<file path="config.mk">
export PLATFORM = sky130hd
export DESIGN_NAME = adc_diagnostic_error_flags
export DESIGN_NICKNAME = d
export VERILOG_FILES = /design/src/pkg/diag_flags_pkg.sv /design/src/hw/adc_diagnostic_error_flags.sv
export VERILOG_INCLUDE_DIRS = /design/src /design/src/pkg
export SDC_FILE = /design/constraint.sdc
export NUM_CORES = 1
export LEC_CHECK = 0
export BUFFER_PORTS_ARGS = -buffer_cell sky130_fd_sc_hd__buf_2
export CORE_MARGIN = 5
export CORE_UTILIZATION = 55
export CTS_CLUSTER_DIAMETER = 30
export DETAILED_ROUTE_END_ITERATION = 8
export PLACE_DENSITY = 0.94
export RECOVER_POWER = 25
export SYNTH_ARGS = -nofsm -noshare
export SYNTH_HDL_FRONTEND = slang
export SYNTH_SLANG_ARGS = --single-unit
</file>
<file path="constraint.sdc">
create_clock -name clk -period 5.17 [get_ports clk]
set_input_delay 0.517 -clock clk [delete_from_list [all_inputs] [get_ports clk]]
set_output_delay 0.517 -clock clk [all_outputs]
set_load 0.05 [all_outputs]
</file>
<file path="src/pkg/diag_flags_consts.svh">
`ifndef DIAG_FLAGS_CONSTS_SVH
`define DIAG_FLAGS_CONSTS_SVH
// Operation
// - modulator saturation of the high channel sets bit 5, of the low channel bit 2.
// - filter overrange before correction sets bit 4 (high channel) or bit 1 (low channel).
// - an out-of-limit result is clamped and sets bit 3 (high channel) or bit 0 (low).
// - each check type except the clock switchover has its own enable bit and raises its flag only while enabled.
// - the check enable register resets to 0xFE, reference detect off.
// - a periodic checksum over register contents sets bit 5 of flags one on mismatch.
// - a periodic checksum over fuse contents sets bit 4 of flags one on mismatch.
// - serial faults set clock count bit 3, bad read bit 2, bad write bit 1, crc bit 0.
// - enables one sit at the flag positions and reset to 0x3E, serial crc check off.
// - a detected reset sets bit 5 and a failed clock switchover bit 4 of flags two.
// - supply faults set analog one bit 2, analog two bit 1, digital bit 0 of flags two.
// - supply monitor select at [3:2] picks none, analog, digital or all; reset 0x3C.
// - trip detect select at [1:0] picks none, analog one, analog two, digital; reset 00.

// register indices, byte address is four times the index
`define IDX_SAT_FLAGS 8'h57
`define IDX_CHK_EN 8'h58
`define IDX_GEN1_FLAGS 8'h59
`define IDX_GEN1_EN 8'h5A
`define IDX_GEN2_FLAGS 8'h5B
`define IDX_GEN2_EN 8'h5C

// reset values
`define RST_FLAGS 8'h00
`define RST_CHK_EN 8'hFE
`define RST_GEN1_EN 8'h3E
`define RST_GEN2_EN 8'h3C

// check enable bit positions
`define BIT_OUT_CLAMP_EN 7
`define BIT_FILTER_EN 6
`define BIT_MOD_EN 5

// saturation flag bit positions per channel pair
`define BIT_HI_MOD 5
`define BIT_HI_FILTER 4
`define BIT_HI_CLAMP 3
`define BIT_LO_MOD 2
`define BIT_LO_FILTER 1
`define BIT_LO_CLAMP 0

// general flags one
`define BIT_MAP_CRC 5
`define BIT_FUSE_CRC 4
`define GEN1_MASK 8'h3F

// general flags two / enables two
`define BIT_RESET_DET 5
`define BIT_CLK_SWITCH 4
`define BIT_AREG1 2
`define BIT_AREG2 1
`define BIT_DREG 0
`define GEN2_FLAG_MASK 8'h37
`define GEN2_EN_MASK 8'h3F
`define SUPPLY_SEL_LSB 2

// checksum
`define CRC_POLY 8'h07
`define CHECK_PERIOD 1024
`endif

</file>
<file path="src/pkg/diag_flags_pkg.sv">
package diag_flags_pkg;
   typedef logic [7:0] byte_t;
   typedef enum logic [1:0] {SUPPLY_NONE, SUPPLY_ANALOG, SUPPLY_DIGITAL, SUPPLY_ALL} supply_sel_t;
   typedef enum logic [1:0] {TRIP_NONE, TRIP_AREG1, TRIP_AREG2, TRIP_DREG} trip_sel_t;
endpackage : diag_flags_pkg

</file>
<file path="src/hw/adc_diagnostic_error_flags.sv">
`timescale 1ns/1ps
`include "diag_flags_consts.svh"
module adc_diagnostic_error_flags
   import diag_flags_pkg::*;
#(
   parameter int RAW_W = 26,
   parameter int OUT_W = 24,
   parameter int FUSE_W = 32,
   parameter int CHECK_PERIOD = `CHECK_PERIOD
) (
   // clock and reset
   input wire logic clk,
   input wire logic srst,
   // apb slave
   input wire logic psel,
   input wire logic penable,
   input wire logic pwrite,
   input wire logic [11:0] paddr,
   input wire logic [31:0] pwdata,
   input wire logic [3:0] pstrb,
   output logic [31:0] prdata,
   output logic pready,
   output logic pslverr,
   // channel events, index 0 low channel, 1 high channel
   input wire logic [1:0] modSatEvent,
   input wire logic [1:0] filterOverEvent,
   input wire logic [1:0] resultValid,
   input wire logic [2*RAW_W-1:0] rawResult,
   output logic [2*OUT_W-1:0] clampedResult,
   output logic [1:0] clampedValid,
   // serial port faults: crc, bad write, bad read, clock count
   input wire logic [3:0] serialFault,
   // fuse contents and stored checksum
   input wire logic [FUSE_W-1:0] fuseData,
   input wire logic [7:0] fuseCrc,
   // general events
   input wire logic resetSeenEvent,
   input wire logic clockSwitchFailEvent,
   // supply monitor pins: digital, analog two, analog one
   input wire logic [2:0] supplyFaultPin,
   // check controls towards the analog side
   output logic [7:0] checkEnable,
   output logic [1:0] supplyMonitorSelect,
   output logic [1:0] tripDetectSelect
);

   byte_t satFlags_reg;
   byte_t chkEn_reg;
   byte_t gen1Flags_reg;
   byte_t gen1En_reg;
   byte_t gen2Flags_reg;
   byte_t gen2En_reg;
   byte_t satSet;
   byte_t gen1Set;
   byte_t gen2Set;
   byte_t mapCrc_reg;
   byte_t mapCrc_next;
   byte_t readData;
   logic [31:0] periodCnt_reg;
   logic checkTick;
   logic [7:0] wordIndex;
   logic mapped;
   logic setupPhase;
   logic accessDone;
   logic wrDone;
   logic rdDone;
   logic [1:0] outClampHit;
   logic [2:0] supplyStable;
   logic mapCrcBad;
   logic fuseCrcBad;
   supply_sel_t supplySel;
   byte_t satKeep;
   byte_t gen2Keep;
   logic wrSeen_reg;

   function automatic byte_t crc8(input logic [FUSE_W-1:0] data, input int nbytes);
      byte_t c;
      c = 8'h00;
      for (int b = 0; b < nbytes; b++) begin
         c = c ^ data[b*8 +: 8];
         for (int k = 0; k < 8; k++) begin
            c = c[7] ? ((c << 1) ^ `CRC_POLY) : (c << 1);
         end
      end
      return c;
   endfunction : crc8

   // bus decode
   assign wordIndex = paddr[9:2];
   assign setupPhase = psel && !penable;
   assign accessDone = psel && penable;
   assign wrDone = accessDone && pwrite && mapped && pstrb[0];
   assign rdDone = accessDone && !pwrite && mapped;
   assign pready = 1'b1;

   always_comb begin
      mapped = 1'b0;
      readData = 8'h00;
      if (paddr[11:10] == 2'b00 && paddr[1:0] == 2'b00) begin
         case (wordIndex)
            `IDX_SAT_FLAGS: begin
               mapped = 1'b1;
               readData = satFlags_reg;
            end
            `IDX_CHK_EN: begin
               mapped = 1'b1;
               readData = chkEn_reg;
            end
            `IDX_GEN1_FLAGS: begin
               mapped = 1'b1;
               readData = gen1Flags_reg;
            end
            `IDX_GEN1_EN: begin
               mapped = 1'b1;
               readData = gen1En_reg;
            end
            `IDX_GEN2_FLAGS: begin
               mapped = 1'b1;
               readData = gen2Flags_reg;
            end
            `IDX_GEN2_EN: begin
               mapped = 1'b1;
               readData = gen2En_reg;
            end
            default: begin
               mapped = 1'b0;
               readData = 8'h00;
            end
         endcase
      end
   end

   // read data and error captured in the setup cycle
   always_ff @(posedge clk) begin
      if (srst) begin
         prdata <= 32'h0000_0000;
         pslverr <= 1'b0;
      end else if (setupPhase) begin
         prdata <= {24'h00_0000, readData};
         pslverr <= !mapped;
      end else if (accessDone) begin
         pslverr <= 1'b0;
      end
   end

   // enable registers
   always_ff @(posedge clk) begin
      if (srst) begin
         chkEn_reg <= `RST_CHK_EN;
      end else if (wrDone && wordIndex == `IDX_CHK_EN) begin
         chkEn_reg <= pwdata[7:0];
      end
   end

   always_ff @(posedge clk) begin
      if (srst) begin
         gen1En_reg <= `RST_GEN1_EN;
      end else if (wrDone && wordIndex == `IDX_GEN1_EN) begin
         gen1En_reg <= pwdata[7:0] & `GEN1_MASK;
      end
   end

   always_ff @(posedge clk) begin
      if (srst) begin
         gen2En_reg <= `RST_GEN2_EN;
      end else if (wrDone && wordIndex == `IDX_GEN2_EN) begin
         gen2En_reg <= pwdata[7:0] & `GEN2_EN_MASK;
      end
   end

   assign checkEnable = chkEn_reg;
   assign supplyMonitorSelect = gen2En_reg[`SUPPLY_SEL_LSB +: 2];
   assign tripDetectSelect = gen2En_reg[1:0];
   assign supplySel = supply_sel_t'(gen2En_reg[`SUPPLY_SEL_LSB +: 2]);

   // result clamp per channel
   generate
      for (genvar ch = 0; ch < 2; ch++) begin : g_clamp
         logic signed [RAW_W-1:0] raw;
         logic over;
         logic under;
         assign raw = rawResult[ch*RAW_W +: RAW_W];
         assign over = raw > $signed({{(RAW_W-OUT_W+1){1'b0}}, {(OUT_W-1){1'b1}}});
         assign under = raw < $signed({{(RAW_W-OUT_W+1){1'b1}}, {(OUT_W-1){1'b0}}});
         assign outClampHit[ch] = resultValid[ch] && (over || under);

         always_ff @(posedge clk) begin
            if (srst) begin
               clampedResult[ch*OUT_W +: OUT_W] <= '0;
               clampedValid[ch] <= 1'b0;
            end else begin
               clampedValid[ch] <= resultValid[ch];
               if (resultValid[ch]) begin
                  if (over) begin
                     clampedResult[ch*OUT_W +: OUT_W] <= {1'b0, {(OUT_W-1){1'b1}}};
                  end else if (under) begin
                     clampedResult[ch*OUT_W +: OUT_W] <= {1'b1, {(OUT_W-1){1'b0}}};
                  end else begin
                     clampedResult[ch*OUT_W +: OUT_W] <= raw[OUT_W-1:0];
                  end
               end
            end
         end
      end
   endgenerate

   // supply fault pins, three stages, counted when stages two and three agree
   generate
      for (genvar i = 0; i < 3; i++) begin : g_sync
         logic [2:0] stage;
         always_ff @(posedge clk) begin
            if (srst) begin
               stage <= 3'b000;
            end else begin
               stage <= {stage[1:0], supplyFaultPin[i]};
            end
         end
         always_ff @(posedge clk) begin
            if (srst) begin
               supplyStable[i] <= 1'b0;
            end else if (stage[1] == stage[2]) begin
               supplyStable[i] <= stage[2];
            end
         end
      end
   endgenerate

   // periodic checksum tick
   always_ff @(posedge clk) begin
      if (srst) begin
         periodCnt_reg <= 32'h0000_0000;
      end else if (checkTick) begin
         periodCnt_reg <= 32'h0000_0000;
      end else begin
         periodCnt_reg <= periodCnt_reg + 32'h0000_0001;
      end
   end

   assign checkTick = periodCnt_reg == 32'(CHECK_PERIOD - 1);

   // reference checksum over the writable registers, refreshed every cycle
   assign mapCrc_next = crc8(FUSE_W'({chkEn_reg, gen1En_reg, gen2En_reg}), 3);

   always_ff @(posedge clk) begin
      if (srst) begin
         mapCrc_reg <= 8'h00;
      end else begin
         mapCrc_reg <= mapCrc_next;
      end
   end

   // a landed write moves the reference one cycle late, as does reset
   always_ff @(posedge clk) begin
      if (srst) begin
         wrSeen_reg <= 1'b1;
      end else begin
         wrSeen_reg <= wrDone;
      end
   end

   assign mapCrcBad = checkTick && (mapCrc_reg != mapCrc_next) && !wrSeen_reg;
   assign fuseCrcBad = checkTick && (crc8(fuseData, FUSE_W / 8) != fuseCrc);

   // flag set terms, each gated by its enable except the clock switchover
   always_comb begin
      satSet = 8'h00;
      satSet[`BIT_HI_MOD] = modSatEvent[1] && chkEn_reg[`BIT_MOD_EN];
      satSet[`BIT_LO_MOD] = modSatEvent[0] && chkEn_reg[`BIT_MOD_EN];
      satSet[`BIT_HI_FILTER] = filterOverEvent[1] && chkEn_reg[`BIT_FILTER_EN];
      satSet[`BIT_LO_FILTER] = filterOverEvent[0] && chkEn_reg[`BIT_FILTER_EN];
      satSet[`BIT_HI_CLAMP] = outClampHit[1] && chkEn_reg[`BIT_OUT_CLAMP_EN];
      satSet[`BIT_LO_CLAMP] = outClampHit[0] && chkEn_reg[`BIT_OUT_CLAMP_EN];
   end

   always_comb begin
      gen1Set = 8'h00;
      gen1Set[3:0] = serialFault & gen1En_reg[3:0];
      gen1Set[`BIT_MAP_CRC] = mapCrcBad && gen1En_reg[`BIT_MAP_CRC];
      gen1Set[`BIT_FUSE_CRC] = fuseCrcBad && gen1En_reg[`BIT_FUSE_CRC];
   end

   always_comb begin
      gen2Set = 8'h00;
      gen2Set[`BIT_RESET_DET] = resetSeenEvent && gen2En_reg[`BIT_RESET_DET];
      gen2Set[`BIT_CLK_SWITCH] = clockSwitchFailEvent;
      case (supplySel)
         SUPPLY_ANALOG: begin
            gen2Set[`BIT_AREG1] = supplyStable[2];
            gen2Set[`BIT_AREG2] = supplyStable[1];
         end
         SUPPLY_DIGITAL: begin
            gen2Set[`BIT_DREG] = supplyStable[0];
         end
         SUPPLY_ALL: begin
            gen2Set[`BIT_AREG1] = supplyStable[2];
            gen2Set[`BIT_AREG2] = supplyStable[1];
            gen2Set[`BIT_DREG] = supplyStable[0];
         end
         default: begin
            gen2Set[2:0] = 3'b000;
         end
      endcase
   end

   // flags kept only while their own check is enabled, clock switchover always kept
   always_comb begin
      satKeep = 8'h00;
      satKeep[`BIT_HI_MOD] = chkEn_reg[`BIT_MOD_EN];
      satKeep[`BIT_LO_MOD] = chkEn_reg[`BIT_MOD_EN];
      satKeep[`BIT_HI_FILTER] = chkEn_reg[`BIT_FILTER_EN];
      satKeep[`BIT_LO_FILTER] = chkEn_reg[`BIT_FILTER_EN];
      satKeep[`BIT_HI_CLAMP] = chkEn_reg[`BIT_OUT_CLAMP_EN];
      satKeep[`BIT_LO_CLAMP] = chkEn_reg[`BIT_OUT_CLAMP_EN];
      gen2Keep = 8'h00;
      gen2Keep[`BIT_RESET_DET] = gen2En_reg[`BIT_RESET_DET];
      gen2Keep[`BIT_CLK_SWITCH] = 1'b1;
      gen2Keep[`BIT_AREG1] = gen2En_reg[`SUPPLY_SEL_LSB];
      gen2Keep[`BIT_AREG2] = gen2En_reg[`SUPPLY_SEL_LSB];
      gen2Keep[`BIT_DREG] = gen2En_reg[`SUPPLY_SEL_LSB + 1];
   end

   // sticky flags, cleared by a read, set wins over clear, disabled flags forced low
   always_ff @(posedge clk) begin
      if (srst) begin
         satFlags_reg <= `RST_FLAGS;
      end else begin
         satFlags_reg <= ((rdDone && wordIndex == `IDX_SAT_FLAGS) ? 8'h00 : satFlags_reg)
            & satKeep | satSet;
      end
   end

   always_ff @(posedge clk) begin
      if (srst) begin
         gen1Flags_reg <= `RST_FLAGS;
      end else begin
         gen1Flags_reg <= ((rdDone && wordIndex == `IDX_GEN1_FLAGS) ? 8'h00 : gen1Flags_reg)
            & gen1En_reg | gen1Set;
      end
   end

   always_ff @(posedge clk) begin
      if (srst) begin
         gen2Flags_reg <= `RST_FLAGS;
      end else begin
         gen2Flags_reg <= ((rdDone && wordIndex == `IDX_GEN2_FLAGS) ? 8'h00 : gen2Flags_reg)
            & gen2Keep | (gen2Set & `GEN2_FLAG_MASK);
      end
   end

endmodule : adc_diagnostic_error_flags

</file>
==> metrics.log <==
INFO  metric yosys.area_share.simple = 19.02%
INFO  metric postRouteAntennaNets = 0
INFO  metric design.portCount = 256
INFO  metric initial_core_utilization = 55.90%
INFO  metric clock_skew = 0.01774 ns
INFO  metric worstSkewPairLatency = 0.43 ns
INFO  metric synth_cells = 861
INFO  metric power-per-cell-area = 373.9 nW/um^2
INFO  metric cts_made_buffers = 17
INFO  metric area_delta_synth_final = 20.11%
INFO  metric startpoint_type = flop
INFO  metric drt-initial-drc-count = 343
INFO  metric cts_buffer_depth = 2
INFO  metric ctsHtreeMaxLevel = 4
INFO  metric post_synth_fa_ha_maj_area_fraction = 0.7771%
INFO  metric synth.top_cells.by_area = sky130_fd_sc_hd__dfxtp_1 39%, sky130_fd_sc_hd__xnor2_1 9.1%, sky130_fd_sc_hd__a21oi_1 5.3%, sky130_fd_sc_hd__nand2b_1 4.4%, sky130_fd_sc_hd__xor2_1 4.2%
INFO  metric grt_first_pass_wirelength = 30910 um
INFO  metric setup_tns = 0 ns
INFO  metric seq_power_share = 34.7%
INFO  metric largest_register_ffs = 48
INFO  metric synth_sequential_area_ratio = 38.59%
INFO  metric post-synth-top-area-fraction = 38.59%
INFO  metric final_cells = 1232
INFO  metric internal-power = 0.002423 W
INFO  metric synth.largest_area_cell = sky130_fd_sc_hd__dfxtp_1
INFO  metric maxcap_violations = 1
INFO  metric failing_checks = max-capacitance violations, max-slew violations
INFO  metric port_buffer_count = 203
INFO  metric run_status = finished, violations left
INFO  metric vias_per_cell = 5.414
INFO  metric switchingPower = 0.001048 W
INFO  metric critPathKind = flop to flop
INFO  metric fp.dieArea = 16520 um^2
INFO  metric final_nets = 1204
INFO  metric endpoint_kind = flop
INFO  metric core-area = 13830 um^2
INFO  metric cts_setup_buffers = 0
INFO  metric track_usage = 23.26%
INFO  metric main_combinational_cell_family_by_area_after_synthesis = XOR/XNOR gates
INFO  metric clock_tree_from_tritoncts = done
INFO  metric synth-seq-cells = 149
INFO  metric power_frac_comb = 28.6%
INFO  metric synth_warnings = 0
INFO  metric post_synth_mux_area_share = 2.542%
INFO  metric drt_first_pass_iters = 5
INFO  metric antenna_cells_inserted = 0
INFO  metric crit_path_cell_trace = inv_1 > ha_1 > xnor2_1 > xor2_1 > xnor2_1 > xnor2_1 > xnor2_1 > nand4_1 > nor4_1 > o21ai_0 > and3b_1
INFO  metric timing.final.crit_period = 2.897 ns
INFO  metric power.share.switching = 30.20%
INFO  metric floorplan.die.width = 128.5 um
INFO  metric grt_remaining_overflow = 0
INFO  metric maxSlewHeadroom = -40.37%
INFO  metric critPathRequiredTime = 5.50 ns
INFO  metric xor_and_xnor_fraction_of_the_mapped_netlist_area = 19.83%
INFO  metric synth_async_sr_flop_share = 0%
INFO  metric regArea = 2983 um^2
INFO  metric cp_top_family = XOR/XNOR gates
INFO  metric cp_num_buf_inv = 1
INFO  metric root_buf_cell = sky130_fd_sc_hd__clkbuf_16
INFO  metric post-synth-top-count-cell = sky130_fd_sc_hd__dfxtp_1
INFO  metric grt_start_max_net_pins = 108
INFO  metric synth_compound_gate_area_share = 13.60%
INFO  metric nFillCells = 1129
INFO  metric drive_gt1_share = 20.63%
INFO  metric final-max-slew-violation-count = 108
INFO  metric route.vias.total = 6670
INFO  metric antenna_violations_before_repair = 1
INFO  metric max_clock_freq = 345.2 MHz
INFO  metric die_h = 128.5 um
INFO  metric critPathMaxStageDelay = 0.58 ns
INFO  metric final-setup-viol-count = 0
INFO  metric rsz0062_at_grt = no
INFO  metric synth_flop_cell = sky130_fd_sc_hd__dfxtp_1
INFO  metric place.gp.congestion = 0.8962
INFO  metric finalCritPeriodShare = 56.04%
INFO  metric leakage = 3.871 nW
INFO  metric rows = 43
INFO  metric crit_path_top_delay_cell = sky130_fd_sc_hd__dfxtp_1
INFO  metric synth_edf_count = 0
INFO  metric drt-wirelength-per-cell = 16.16 um
INFO  metric pwr-share-clk = 36.7%
INFO  metric crit_path_frequent_cell = sky130_fd_sc_hd__xnor2_1
INFO  metric via_count_of_the_first_global_routing_pass = 6376
INFO  metric dp_cells = 1201
INFO  metric vdd_drop_max = 0.4553 mV
INFO  metric post_cts.resized_instances = 0
INFO  metric postSynthAreaPerCell = 8.976 um^2
INFO  metric worst_ep_arrival = 3.23 ns
INFO  metric multi_input_comb_area = 4404 um^2
INFO  metric synth.lib_cells_used.distinct = 52
INFO  metric post_synth_instance_area = 7729 um^2
INFO  metric critPathMaxFanout = 10
INFO  metric cts_hold_buffers = 0
INFO  metric worstMarginPinSlew = 2.105 ns
INFO  metric worstHoldPathType = primary input to flop
INFO  metric clock_transition_at_the_register_clock_pins_on_the_worst_setup_and_hold_paths_after_cts = 0.06 ns
INFO  metric remaining_routing_drc_violations = 0
INFO  metric yosys-top-cells-count = 149 x sky130_fd_sc_hd__dfxtp_1, 82 x sky130_fd_sc_hd__a21oi_1, 80 x sky130_fd_sc_hd__xnor2_1
INFO  metric finalHoldViolCount = 0
INFO  metric route.final.wire_length = 19910 um
INFO  metric place.detailed.hpwl = 14620 um
INFO  metric numClockSinks = 149
## cells by family after synthesis
kind of cell | after synthesis
AND/OR/NAND/NOR | 280
buffers and inverters | 85
XOR/XNOR | 140
flip-flops | 149
multiplexers | 15
AO/OA/AOI/OAI | 185
adder cells (fa/ha/maj) | 5
other | 2
## stage by stage
step	cell area (um^2)	hold WS [ns]	utilization [%]	total power [W]	setup WS, ns
2_1_floorplan	7815	0.4138	-	0.002050	2.174
3_3_place_gp	8725	0.4206	63.10	0.002188	1.947
4_1_cts	9335	0.2962	67.51	0.003500	2.292
6_report	9283	0.2970	67.13	0.003471	2.273
5_1_grt	9283	0.3087	67.13	0.003626	1.952
3_5_place_dp	8725	0.4345	63.10	0.002226	1.857
## worst reg2reg max path, delay by kind of cell, from the launching register on
family / cells / cell delay (ns)
flops: 1 / 0.58
fa+ha+maj: 1 / 0.32
compound gates: 1 / 0.15
xor+xnor: 5 / 1.18
simple gates: 3 / 0.46
buf+inv: 1 / 0.10
## layer usage
metal  track usage, %  up-vias  part of all wire, %
met4            9.327        2                  2.7
met3            5.812       55                  7.7
met1            26.53     3108                   39
met5                0        -                0.035
li1                 -     3248                    -
met2            41.62      257                   50
## power groups by stage
stage	sequential [W]	combinational, W	clock (W)
floorplan	0.00131	0.000742	0
finish	0.00120	0.000993	0.00127
global route	0.00121	0.00107	0.00135
detailed placement	0.00123	0.000998	0
global placement	0.00123	0.000962	0
CTS	0.00120	0.00100	0.00130
## layout by cell type, fill, tap and decap left out, types with 22 or more instances in the layout
master / netlist / final
sky130_fd_sc_hd__a21oi_1: 82 / 82
sky130_fd_sc_hd__buf_2: 0 / 165
sky130_fd_sc_hd__clkbuf_1: 42 / 39
sky130_fd_sc_hd__conb_1: 2 / 25
sky130_fd_sc_hd__dfxtp_1: 149 / 149
sky130_fd_sc_hd__nand2_1: 36 / 36
sky130_fd_sc_hd__nand2b_1: 54 / 54
sky130_fd_sc_hd__nand3_1: 22 / 22
sky130_fd_sc_hd__nor2_1: 76 / 76
sky130_fd_sc_hd__nor2b_1: 23 / 23
sky130_fd_sc_hd__o21ai_0: 64 / 64
sky130_fd_sc_hd__xnor2_1: 80 / 80
sky130_fd_sc_hd__xor2_1: 37 / 37
## area by class of cell
type                            count  area share (%)
Clock inverter                     12           1.806
Sequential cell                   149           32.13
Tap cell                          180           2.426
Timing Repair Buffer              209           10.89
Inverter                           13          0.5257
Multi-Input combinational cell    650           47.45
Clock buffer                       19           4.772
## worst paths after layout
path                            from            endpoint  slack (ns)  cells after the start
setup / recovery       gen2En_reg[2]    gen1Flags_reg[5]        2.27                     11
hold / removal     supplyFaultPin[1]  g_sync[1].stage[0]        0.30                      2
setup reg to reg       gen2En_reg[2]    gen1Flags_reg[5]        2.27                     11
hold reg to reg   g_sync[0].stage[0]  g_sync[0].stage[1]        0.45                      1
Note: power is estimated with default switching activity, not from simulation.
